File: src/shared/eeprom_host_map.vh
`ifndef EEPROM_HOST_MAP_VH
`define EEPROM_HOST_MAP_VH

// timing
`define CLK_PERIOD_NS 40
`define SCL_QUARTER_NS 2500
// least time, so round up
`define SCL_QUARTER_CYC ((`SCL_QUARTER_NS + `CLK_PERIOD_NS - 1) / `CLK_PERIOD_NS)
`define DIV_W 7
`define DIV_LAST (7'd0 + `SCL_QUARTER_CYC - 7'd1)

// commands
`define OP_W 3
`define OP_WRITE 3'h0
`define OP_READ_CUR 3'h1
`define OP_READ_RAND 3'h2
`define OP_POLL 3'h3
`define OP_RECOVER 3'h4

// main states
`define ST_W 3
`define ST_IDLE 3'h0
`define ST_START 3'h1
`define ST_LOAD 3'h2
`define ST_TX 3'h3
`define ST_RX 3'h4
`define ST_DUMMY 3'h5
`define ST_STOP 3'h6
`define ST_BUF 3'h7

// byte stages within a transaction
`define STG_W 3
`define STG_DEV 3'h0
`define STG_AHI 3'h1
`define STG_ALO 3'h2
`define STG_DATA 3'h3
`define STG_RDEV 3'h4
`define STG_POLL 3'h5
`define STG_DUMMY 3'h6
`define STG_RECOV 3'h7

// quarter phases of one serial clock period
`define PH_SET 2'h0
`define PH_RISE 2'h1
`define PH_SAMPLE 2'h2
`define PH_FALL 2'h3

`define BIT_ACK 4'h8
`define BIT_LAST_DATA 4'h7
`define DIR_WRITE 1'b0
`define DIR_READ 1'b1
`define LEN_ONE 8'h01
`define LEN_ZERO 8'h00

`endif

File: src/rtl/byte_fifo.v
module byte_fifo #(
  parameter WIDTH = 8,
  parameter AW = 4,
  parameter [AW:0] DEPTH = 16
) (
  input wire sys_clk,
  input wire reset,
  input wire [WIDTH-1:0] inData,
  input wire inValid,
  output reg inReady,
  output wire [WIDTH-1:0] outData,
  output reg outValid,
  input wire outReady
);
  reg [WIDTH-1:0] mem [0:DEPTH-1];
  reg [AW-1:0] wrPtr_reg;
  reg [AW-1:0] rdPtr_reg;
  reg [AW:0] count_reg;
  reg [AW:0] count_next;
  wire push;
  wire pop;

  assign push = inValid && inReady;
  assign pop = outValid && outReady;
  assign outData = mem[rdPtr_reg];

  always @* begin
    count_next = count_reg + {{AW{1'b0}}, push} - {{AW{1'b0}}, pop};
  end

  // flags registered from next count, so they are exact every cycle
  always @(posedge sys_clk) begin
    if (reset) begin
      wrPtr_reg <= {AW{1'b0}};
      rdPtr_reg <= {AW{1'b0}};
      count_reg <= {(AW+1){1'b0}};
      inReady <= 1'b1;
      outValid <= 1'b0;
    end else begin
      if (push) begin
        mem[wrPtr_reg] <= inData;
        wrPtr_reg <= wrPtr_reg + {{(AW-1){1'b0}}, 1'b1};
      end
      if (pop) begin
        rdPtr_reg <= rdPtr_reg + {{(AW-1){1'b0}}, 1'b1};
      end
      count_reg <= count_next;
      inReady <= (count_next != DEPTH);
      outValid <= (count_next != {(AW+1){1'b0}});
    end
  end
endmodule // byte_fifo

File: src/rtl/eeprom_host.v
`include "eeprom_host_map.vh"

// Summary of operation
// - every transaction opens with data falling while clock is high.
// - stop is data rising while clock is high, ending every command.
// - data changes only while clock is low; high-clock changes are start/stop.
// - bytes are eight bits; receiver pulls data low on the ninth clock.
// - address byte is four type bits, three select bits, direction bit.
// - byte write is address, high and low word address, one data byte.
// - controller keeps write-protect steady from start to stop of writes.
// - polling repeats start and read address until acknowledged; the controller tries once per command and the caller repeats it.
// - random read loads address with dummy write, then restarts reading.
// - acknowledged read byte brings the next; stop after no-ack ends it.
// - recovery is start, nine released clocks, start, then stop.
module eeprom_host #(
  parameter [3:0] DEVICE_CODE = 4'h5 // arbitrary value, set to the part's code
) (
  input wire sys_clk,
  input wire reset,
  input wire cmdValid,
  output reg cmdReady,
  input wire [`OP_W-1:0] cmdOp,
  input wire [15:0] cmdAddr,
  input wire [7:0] cmdLen,
  input wire [2:0] cmdTarget,
  input wire cmdWp,
  input wire [7:0] wrData,
  input wire wrValid,
  output wire wrReady,
  output reg [7:0] rdData,
  output reg rdValid,
  output reg done,
  output reg nackErr,
  output reg scl,
  input wire sdaIn,
  output reg sdaOut,
  output reg sdaOe,
  output reg wp
);
  reg sdaMeta_reg;
  reg sdaSync_reg;
  reg [`DIV_W-1:0] div_reg;
  reg tick_reg;
  reg [`ST_W-1:0] state_reg;
  reg [`STG_W-1:0] stage_reg;
  reg [`OP_W-1:0] op_reg;
  reg [1:0] phase_reg;
  reg [3:0] bitCnt_reg;
  reg [7:0] shift_reg;
  reg [15:0] addr_reg;
  reg [2:0] target_reg;
  reg [7:0] rem_reg;
  reg ackBit_reg;
  wire [7:0] fifoData;
  wire fifoValid;
  wire fifoPop;

  function [7:0] devByte;
    input [3:0] code;
    input [2:0] sel;
    input dir;
    begin
      devByte = {code, sel, dir};
    end
  endfunction

  // write data is only drained when the bus is ready for the next byte
  assign fifoPop = (state_reg == `ST_LOAD) && (stage_reg == `STG_DATA) &&
                   fifoValid;

  byte_fifo #(
    .WIDTH(8),
    .AW(4),
    .DEPTH(5'd16)
  ) u_fifo (
    .sys_clk(sys_clk),
    .reset(reset),
    .inData(wrData),
    .inValid(wrValid),
    .inReady(wrReady),
    .outData(fifoData),
    .outValid(fifoValid),
    .outReady(fifoPop)
  );

  always @(posedge sys_clk) begin
    if (reset) begin
      sdaMeta_reg <= 1'b1;
      sdaSync_reg <= 1'b1;
      div_reg <= {`DIV_W{1'b0}};
      tick_reg <= 1'b0;
    end else begin
      sdaMeta_reg <= sdaIn;
      sdaSync_reg <= sdaMeta_reg;
      tick_reg <= (div_reg == `DIV_LAST);
      div_reg <= (div_reg == `DIV_LAST) ? {`DIV_W{1'b0}} :
                 div_reg + {{(`DIV_W-1){1'b0}}, 1'b1};
    end
  end

  always @(posedge sys_clk) begin
    if (reset) begin
      state_reg <= `ST_IDLE;
      stage_reg <= `STG_DEV;
      op_reg <= `OP_WRITE;
      phase_reg <= `PH_SET;
      bitCnt_reg <= 4'h0;
      shift_reg <= 8'h00;
      addr_reg <= 16'h0000;
      target_reg <= 3'h0;
      rem_reg <= `LEN_ZERO;
      ackBit_reg <= 1'b1;
      cmdReady <= 1'b0;
      rdData <= 8'h00;
      rdValid <= 1'b0;
      done <= 1'b0;
      nackErr <= 1'b0;
      scl <= 1'b1;
      sdaOut <= 1'b0;
      sdaOe <= 1'b0;
      wp <= 1'b0;
    end else begin
      rdValid <= 1'b0;
      done <= 1'b0;
      sdaOut <= 1'b0;
      if (state_reg == `ST_IDLE) begin
        cmdReady <= 1'b1;
        scl <= 1'b1;
        sdaOe <= 1'b0;
        if (cmdValid && cmdReady) begin
          cmdReady <= 1'b0;
          nackErr <= 1'b0;
          op_reg <= cmdOp;
          addr_reg <= cmdAddr;
          target_reg <= cmdTarget;
          // held until the next command so it never moves mid-write
          wp <= cmdWp;
          rem_reg <= cmdLen;
          if ((cmdOp == `OP_READ_CUR || cmdOp == `OP_READ_RAND) &&
              cmdLen == `LEN_ZERO) begin
            rem_reg <= `LEN_ONE;
          end
          case (cmdOp)
            `OP_READ_CUR: stage_reg <= `STG_RDEV;
            `OP_POLL: stage_reg <= `STG_POLL;
            `OP_RECOVER: stage_reg <= `STG_DUMMY;
            default: stage_reg <= `STG_DEV;
          endcase
          phase_reg <= `PH_SET;
          state_reg <= `ST_START;
        end
      end else if (state_reg == `ST_LOAD) begin
        // phase is already back at PH_SET here
        bitCnt_reg <= 4'h0;
        case (stage_reg)
          `STG_DATA: begin
            if (fifoValid) begin
              shift_reg <= fifoData;
              state_reg <= `ST_TX;
            end
          end
          `STG_AHI: begin
            shift_reg <= addr_reg[15:8];
            state_reg <= `ST_TX;
          end
          `STG_ALO: begin
            shift_reg <= addr_reg[7:0];
            state_reg <= `ST_TX;
          end
          `STG_DEV: begin
            shift_reg <= devByte(DEVICE_CODE, target_reg, `DIR_WRITE);
            state_reg <= `ST_TX;
          end
          default: begin
            shift_reg <= devByte(DEVICE_CODE, target_reg, `DIR_READ);
            state_reg <= `ST_TX;
          end
        endcase
      end else if (tick_reg) begin
        phase_reg <= phase_reg + 2'h1;
        case (state_reg)
          `ST_START: begin
            case (phase_reg)
              `PH_SET: sdaOe <= 1'b0;
              `PH_RISE: scl <= 1'b1;
              `PH_SAMPLE: sdaOe <= 1'b1;
              default: begin
                scl <= 1'b0;
                bitCnt_reg <= 4'h0;
                if (stage_reg == `STG_DUMMY) begin
                  state_reg <= `ST_DUMMY;
                end else if (stage_reg == `STG_RECOV) begin
                  state_reg <= `ST_STOP;
                end else begin
                  state_reg <= `ST_LOAD;
                end
              end
            endcase
          end
          `ST_TX: begin
            case (phase_reg)
              `PH_SET: begin
                // only moves with the clock low
                sdaOe <= (bitCnt_reg == `BIT_ACK) ? 1'b0 : ~shift_reg[7];
              end
              `PH_RISE: scl <= 1'b1;
              `PH_SAMPLE: begin
                if (bitCnt_reg == `BIT_ACK) begin
                  ackBit_reg <= sdaSync_reg;
                end
              end
              default: begin
                scl <= 1'b0;
                shift_reg <= {shift_reg[6:0], 1'b0};
                bitCnt_reg <= bitCnt_reg + 4'h1;
                if (bitCnt_reg == `BIT_ACK) begin
                  bitCnt_reg <= 4'h0;
                  if (ackBit_reg) begin
                    // busy, absent or protected memory all end here
                    nackErr <= 1'b1;
                    state_reg <= `ST_STOP;
                  end else begin
                    case (stage_reg)
                      `STG_DEV: begin
                        stage_reg <= `STG_AHI;
                        state_reg <= `ST_LOAD;
                      end
                      `STG_AHI: begin
                        stage_reg <= `STG_ALO;
                        state_reg <= `ST_LOAD;
                      end
                      `STG_ALO: begin
                        if (op_reg == `OP_READ_RAND) begin
                          stage_reg <= `STG_RDEV;
                          state_reg <= `ST_START;
                        end else if (rem_reg == `LEN_ZERO) begin
                          state_reg <= `ST_STOP;
                        end else begin
                          stage_reg <= `STG_DATA;
                          state_reg <= `ST_LOAD;
                        end
                      end
                      `STG_DATA: begin
                        rem_reg <= rem_reg - `LEN_ONE;
                        // stop right after the last ack starts the write
                        if (rem_reg == `LEN_ONE) begin
                          state_reg <= `ST_STOP;
                        end else begin
                          state_reg <= `ST_LOAD;
                        end
                      end
                      `STG_POLL: begin
                        // memory now drives data, so take one byte first
                        rem_reg <= `LEN_ONE;
                        state_reg <= `ST_RX;
                      end
                      default: state_reg <= `ST_RX;
                    endcase
                  end
                end
              end
            endcase
          end
          `ST_RX: begin
            case (phase_reg)
              `PH_SET: begin
                sdaOe <= (bitCnt_reg == `BIT_ACK) &&
                         (rem_reg != `LEN_ONE);
              end
              `PH_RISE: scl <= 1'b1;
              `PH_SAMPLE: begin
                if (bitCnt_reg != `BIT_ACK) begin
                  shift_reg <= {shift_reg[6:0], sdaSync_reg};
                end
              end
              default: begin
                scl <= 1'b0;
                bitCnt_reg <= bitCnt_reg + 4'h1;
                if (bitCnt_reg == `BIT_LAST_DATA) begin
                  rdData <= shift_reg;
                  rdValid <= 1'b1;
                end
                if (bitCnt_reg == `BIT_ACK) begin
                  bitCnt_reg <= 4'h0;
                  rem_reg <= rem_reg - `LEN_ONE;
                  if (rem_reg == `LEN_ONE) begin
                    state_reg <= `ST_STOP;
                  end
                end
              end
            endcase
          end
          `ST_DUMMY: begin
            case (phase_reg)
              `PH_SET: sdaOe <= 1'b0;
              `PH_RISE: scl <= 1'b1;
              `PH_SAMPLE: scl <= 1'b1;
              default: begin
                scl <= 1'b0;
                bitCnt_reg <= bitCnt_reg + 4'h1;
                if (bitCnt_reg == `BIT_ACK) begin
                  stage_reg <= `STG_RECOV;
                  state_reg <= `ST_START;
                end
              end
            endcase
          end
          `ST_STOP: begin
            case (phase_reg)
              `PH_SET: sdaOe <= 1'b1;
              `PH_RISE: scl <= 1'b1;
              `PH_SAMPLE: sdaOe <= 1'b0;
              default: state_reg <= `ST_BUF;
            endcase
          end
          default: begin
            // one idle period of bus free time before the next start
            if (phase_reg == `PH_FALL) begin
              state_reg <= `ST_IDLE;
              done <= 1'b1;
            end
          end
        endcase
      end
    end
  end
endmodule // eeprom_host

File: config.mk
export PLATFORM = sky130hd
export DESIGN_NAME = eeprom_host
export DESIGN_NICKNAME = d
export VERILOG_FILES = /design/src/rtl/byte_fifo.v /design/src/rtl/eeprom_host.v
export VERILOG_INCLUDE_DIRS = /design/src /design/src/shared
export SDC_FILE = /design/constraint.sdc
export NUM_CORES = 1
export LEC_CHECK = 0
export BUFFER_PORTS_ARGS = -buffer_cell sky130_fd_sc_hd__buf_2
export CORE_MARGIN = 5
export CORE_UTILIZATION = 33
export DETAILED_ROUTE_END_ITERATION = 8
export GPL_ROUTABILITY_DRIVEN = 0
export PLACE_DENSITY = 0.5
export SLEW_MARGIN = 20
export SYNTH_ARGS = -nofsm -noshare
export SYNTH_HDL_FRONTEND = slang
export SYNTH_SLANG_ARGS = --single-unit
File: constraint.sdc
create_clock -name sys_clk -period 2.7 [get_ports sys_clk]
set_input_delay 0.405 -clock sys_clk [delete_from_list [all_inputs] [get_ports sys_clk]]
set_output_delay 0.405 -clock sys_clk [all_outputs]
set_load 0.02 [all_outputs]
Word level (Yosys, flattened, before mapping)
Memory sizes are Yosys's and may differ from the RTL's. A register that Yosys moved wholly into a read port is not among the register bits.
Cells that the tools add are included.
- input bits: 44
- output and inout port bits: 17
- bits in writable memories: 128
- memories: 1
- flip-flop bits (word level): 91
- logic and storage cells: 252
- reductions and logical operators: 49
- multiplexer cells: 96
- add/subtract/negate cells: 8
- equality and inequality tests: 65
- bitwise gates (word level): 6
- memory list (name ; words ; bits a word ; rd ports ; clocked after Yosys merged registers in ; wr ports ; RTL line ; RTL):
    u_fifo.mem ; 16 ; 8 ; 1 ; 1 ; 1 ; byte_fifo.v:15 ; reg [WIDTH-1:0] mem [0:DEPTH-1];
- operator list (cell ; count):
    two-way mux 8 bit ; 16
    two-way mux 3 bit ; 33
    case mux 8 bit (2 select lines) ; 3
    inequality test 4 bit (second input constant) ; 10
    inequality test 3 bit (second input constant) ; 11
    two-way mux 4 bit ; 8
    case mux 8 bit (4 select lines) ; 1
    case mux 3 bit (3 select lines) ; 3
    AND reduction 6 bit ; 4
    equality test 3 x 2 -> 1 bit (second input constant) ; 7
    equality test 3 bit (second input constant) ; 7
    two-way mux 1 bit ; 19
    logical NOT 8 bit ; 2
    case mux 3 bit (5 select lines) ; 1
    nonzero test 3 bit ; 5
    inequality test 2 x 1 -> 1 bit (second input constant) ; 7
    AND reduction 7 bit ; 2
    AND reduction 13 bit ; 1
    adder 4 x 1 -> 4 bit (second input constant) ; 3
    case mux 4 bit (3 select lines) ; 1
    OR reduction 2 bit ; 6
    AND reduction 11 bit ; 1
    inequality test 5 bit (second input constant) ; 2
    AND reduction 10 bit ; 1
    39 further kinds ; 70

Longest topological paths before layout
- word-level depth: 11
- gate-level depth with buffers: 15
- depth with buffers taken out: 12

Cells and area by module
From an unflattened synthesis, not the netlist that was laid out.
- cells, all modules: 838
- area, all modules: 9912.0 µm²
- modules (own cells, without submodules) (module ; cells each ; seq. area each (µm²) ; instances ; area an instance (µm²)):
    byte_fifo ; 314 ; 4224.1 ; 1 ; 5815.6
    eeprom_host ; 524 ; 1521.5 ; 1 ; 4096.4

Worst setup path before layout
OpenSTA, ideal clock, no wires.
- path type: register to register
- start point: reg state_reg[1]
- end point: reg u_fifo.outValid
- arrival time: 2755 ps
- stages on the path, launching flop included: 15
- period minus slack after synthesis: 2826 ps
- setup slack: -126 ps
- cell sequence: dfxtp_1 buf_2 nor4b_2 and3_1 buf_2 ha_1 inv_1 ha_1 inv_1 fa_1 nor2b_1 o21ai_0 nand3_1 nor3b_1 o21bai_1
- longest elaborated chain between the ends: 6
- ends and longest elaborated chain (item ; RTL line ; RTL):
    start: declaration ; eeprom_host.v:44 ; reg [`ST_W-1:0] state_reg;
    start signal: assignment ; eeprom_host.v:103 ; state_reg <= `ST_IDLE;
    start signal: assignment ; eeprom_host.v:150 ; state_reg <= `ST_START;
    start signal: assignment ; eeprom_host.v:159 ; state_reg <= `ST_TX;
    equality test 3 x 2 -> 1 bit (no source line) ; n/a ;
    logical AND 1 bit (2 in series) ; eeprom_host.v:68 ; assign fifoPop = (state_reg == `ST_LOAD) && (stage_reg == `STG_DATA) &&
    logical AND 1 bit ; byte_fifo.v:24 ; assign pop = outValid && outReady;
    via u_fifo.pop ; byte_fifo.v:21 ; wire pop;
    subtractor 5 x 1 -> 5 bit ; byte_fifo.v:28 ; count_next = count_reg + {{AW{1'b0}}, push} - {{AW{1'b0}}, pop};
    nonzero test 5 bit ; byte_fifo.v:49 ; outValid <= (count_next != {(AW+1){1'b0}});
    end signal: assignment ; byte_fifo.v:49 ;
    end: declaration ; byte_fifo.v:12 ; output reg outValid,
The timed path passes the listed nets, and every way through them passes these cells.
A chain may end at the register's enable or synchronous reset.

Final worst setup path
- start point: reg state_reg[0]
- end point: reg u_fifo.outValid
- longest elaborated chain between the ends: 6
- ends and longest elaborated chain (item ; RTL line):
    equality test 3 x 2 -> 1 bit (no source line) ; n/a
    logical AND 1 bit (2 in series) ; eeprom_host.v:68
    logical AND 1 bit ; byte_fifo.v:24
    subtractor 5 x 1 -> 5 bit ; byte_fifo.v:28
    nonzero test 5 bit ; byte_fifo.v:49
Every way passes these cells.

==> results.json <==
{
  "run_status": "finished clean",
  "cts-buffers-inserted": 27,
  "die_y_microns": 183.9,
  "ant_diodes": 0,
  "fp-row-count": 63,
  "total_via_count_in_the_routed_design": 6734,
  "critical_path.reg2reg.startpoint": "state_reg[0]",
  "synth_top_family_by_area": "simple AND/OR/NAND/NOR gates",
  "number_of_flops_mapped_to_enable_cells_by_yosys": 128,
  "worst_r2r_path_depth": 12,
  "routedWlPerCell_microns": 18.62,
  "core_sq_mm": 0.02972,
  "first_global_vias": 6580,
  "crit_slowest_cell": "sky130_fd_sc_hd__fa_2",
  "layout.cells.most_common_list": "128 x sky130_fd_sc_hd__edfxtp_1, 94 x sky130_fd_sc_hd__dfxtp_1, 85 x sky130_fd_sc_hd__nand2_1",
  "synth_seq_area_share_pct": 57.57,
  "final_common_cell": "sky130_fd_sc_hd__edfxtp_1",
  "syn_area_per_cell_sq_um": 11.98,
  "chipWidth_microns": 183.9,
  "detailed_place_hpwl_microns": 16620,
  "design.portCount": 61,
  "reg2reg_slack_ps": 240,
  "die_area_sq_mm": 0.03382,
  "worst_hold_startpoint": "sdaIn",
  "leakage_nw": 4.032,
  "critical_path.max_fanout": 3,
  "antenna_found_initial": 0,
  "ys.warnings.count": 0,
  "cts_hold_buffers": 0,
  "drt-vias-per-instance": 5.098,
  "report.final.slew_viol_count": 0,
  "flip_flop_count_of_the_largest_register_all_copies_and_words_added": 128,
  "synthesis.area_sq_mm": 0.009981,
  "hold_slack_ps": 48.13,
  "crit_required_ps": 3120,
  "max-vdd-ir-drop_mv": 0.4569,
  "num-nets-final": 978,
  "portBuffers": 59,
  "clock_tree.root_cell": "sky130_fd_sc_hd__clkbuf_16",
  "insertion_delay_ps": 540,
  "power_w": 0.008724,
  "filler_instances": 2886,
  "synthesis.instances": 833,
  "ys_seq_elements": 223,
  "pin_count_of_the_biggest_net_entering_global_routing": 82,
  "asyncSetResetFlopFracSynth_pct": 0,
  "timing_worst_slew_pin_value_ps": 860.9,
  "criticalPathCategory": "register to register",
  "setup_violation_total_in_the_final_timing_report": 0,
  "gr-usage-all-layers_pct": 14.41,
  "post_synth_mux_area_share_pct": 9.878,
  "yosys.cell_types.count": 83,
  "startpoint": "state_reg[0]",
  "synth_fa_ha_area_share_pct": 2.933,
  "crit_path_end_kind": "register",
  "hold_ep": "sdaMeta_reg",
  "slowest_delay_ps": 360,
  "post_route_cells_drive_above_1_share_pct": 21.48,
  "start_util_pct": 33.59,
  "synth_simple_gate_area_share_pct": 13.51,
  "route.detailed.drc": 0,
  "wl_microns": 24600,
  "critical_path.reg2reg.endpoint": "u_fifo.outValid",
  "hold_path.class": "primary input to register",
  "cp_data_arrival_time_ps": 2880,
  "drt_pre_antenna_iters": 5,
  "synth_top_flop_cell": "sky130_fd_sc_hd__edfxtp_1",
  "synthesized_area_fraction_occupied_by_ao_oa_aoi_and_oai_cells_pct": 11.14,
  "fin_crit_sh_pct": 91.28,
  "grt_pass1_wl_microns": 38480,
  "postRouteAntennaNets": 0,
  "setup.worst_path.start_class": "register",
  "cts_tree": "built",
  "grt-ovfl-total": 0,
  "timing.final.crit_period_ps": 2465,
  "crit_chain": "nor4b_4 > and3_4 > ha_1 > inv_1 > ha_1 > inv_1 > fa_2 > nor2b_1 > o21ai_1 > a21oi_1 > nor3b_2 > o21bai_1",
  "area_growth_pct": 17.54,
  "clkTransAtPathRegs_ps": 60,
  "cellPowerDensity_mw_per_mm2": 743.7,
  "htreeDepth": 1,
  "whs_path_depth": 2,
  "slew-limit-headroom_pct": 42.53,
  "fin_skew_ps": 7.716,
  "timing.max_cap.violations": 0,
  "tritoncts_num_sinks": 223,
  "cts_buffer_depth": 3,
  "drt_iter0_markers": 413,
  "postSynthNetCount": 899,
  "yosys.area_share.xor_xnor_pct": 1.492,
  "fmax_mhz": 405.8,
  "report.final.hold_viol_count": 0
}
[synth_stat cells (6+ instances only)]
library cell / count / share of area, %
sky130_fd_sc_hd__edfxtp_1: 128 / 39
sky130_fd_sc_hd__dfxtp_1: 95 / 19
sky130_fd_sc_hd__nand2_1: 85 / 3.2
sky130_fd_sc_hd__nor2_1: 69 / 2.6
sky130_fd_sc_hd__a21oi_1: 59 / 3.0
sky130_fd_sc_hd__mux4_2: 32 / 7.2
sky130_fd_sc_hd__inv_1: 25 / 0.94
sky130_fd_sc_hd__clkbuf_1: 22 / 0.83
sky130_fd_sc_hd__mux2i_1: 22 / 2.2
sky130_fd_sc_hd__ha_1: 21 / 2.6
sky130_fd_sc_hd__nand3_1: 20 / 1.0
sky130_fd_sc_hd__buf_2: 19 / 0.95
sky130_fd_sc_hd__o21ai_0: 19 / 0.95
sky130_fd_sc_hd__nor2b_1: 15 / 0.94
sky130_fd_sc_hd__nand2b_1: 12 / 0.75
sky130_fd_sc_hd__xor2_1: 12 / 1.1
sky130_fd_sc_hd__a211oi_1: 7 / 0.53
sky130_fd_sc_hd__a311oi_1: 7 / 0.61
sky130_fd_sc_hd__nor3_1: 7 / 0.35
sky130_fd_sc_hd__a22oi_1: 6 / 0.45
sky130_fd_sc_hd__buf_1: 6 / 0.23
[area by class of cell]
cell class	instances	area (sq um)	area share [%]
multi-input cells	532	3914	33.36
clock buffers	36	739.5	6.303
well taps	390	488.0	4.160
flip-flops and latches	223	5747	48.99
repair buffers	103	675.6	5.759
inverters	25	93.84	0.7999
clock inverters	12	73.82	0.6293
[worst max path at each step]
stage	endpoint
global route	u_fifo.outValid
CTS	u_fifo.outValid
detailed placement	u_fifo.outValid
floorplan	u_fifo.outValid
finish	u_fifo.outValid
global placement	u_fifo.outValid
[per-layer routing]
layer | track usage (%) | vias to the layer above | part of all wire [%]
li1 | - | 3244 | -
met1 | 19.51 | 3316 | 45
met2 | 24.49 | 133 | 49
met3 | 2.018 | 41 | 3.8
met4 | 3.638 | 0 | 2.3
met5 | 0 | - | 0
[per-stage QoR]
step                      setup WS (ps)  cell area [sq um]  setup TNS [ps]  utilization, %  instances
after global placement            191.0              10900               0           36.69       1272
after CTS                         150.5              11720               0           39.43       1320
after floorplan                   18.06               9997               0               -        833
after global routing             -21.92              11730          -21.92           39.48       1321
after detailed placement          153.5              10900               0           36.69       1272
final                             235.4              11730               0           39.48       1321
[kinds of logic (layout without fill, tap and decap cells)]
logic type               count (synthesis)  after routing
AND/OR/NAND/NOR                        269            269
XOR/XNOR                                17             17
multiplexers                            58             58
buffers and inverters                   78            176
flip-flops                             223            223
adder cells (fa/ha/maj)                 23             23
AO/OA/AOI/OAI                          164            164
other                                    1              1
[worst max-delay path: cells and delay by family (launching register included)]
kind / cells / cell delay, ps
AO/OA/AOI/OAI: 3 / 420
AND/OR/NAND/NOR: 4 / 710
adder cells (fa/ha/maj): 3 / 730
flip-flops: 1 / 340
buffers and inverters: 2 / 120
[power breakdown]
group / internal, W / switching, W
logic: 0.000586 / 0.000937
clock network: 0.00192 / 0.00138
registers: 0.00378 / 0.000119
total: 0.00629 / 0.00244
[what timing repair did]
item / CTS / global route
setup endpoints to repair: 0 / 2
resized for setup: 0 / 3
setup buffers: 0 / 1
No activity file was read; power rests on OpenSTA's default activity.
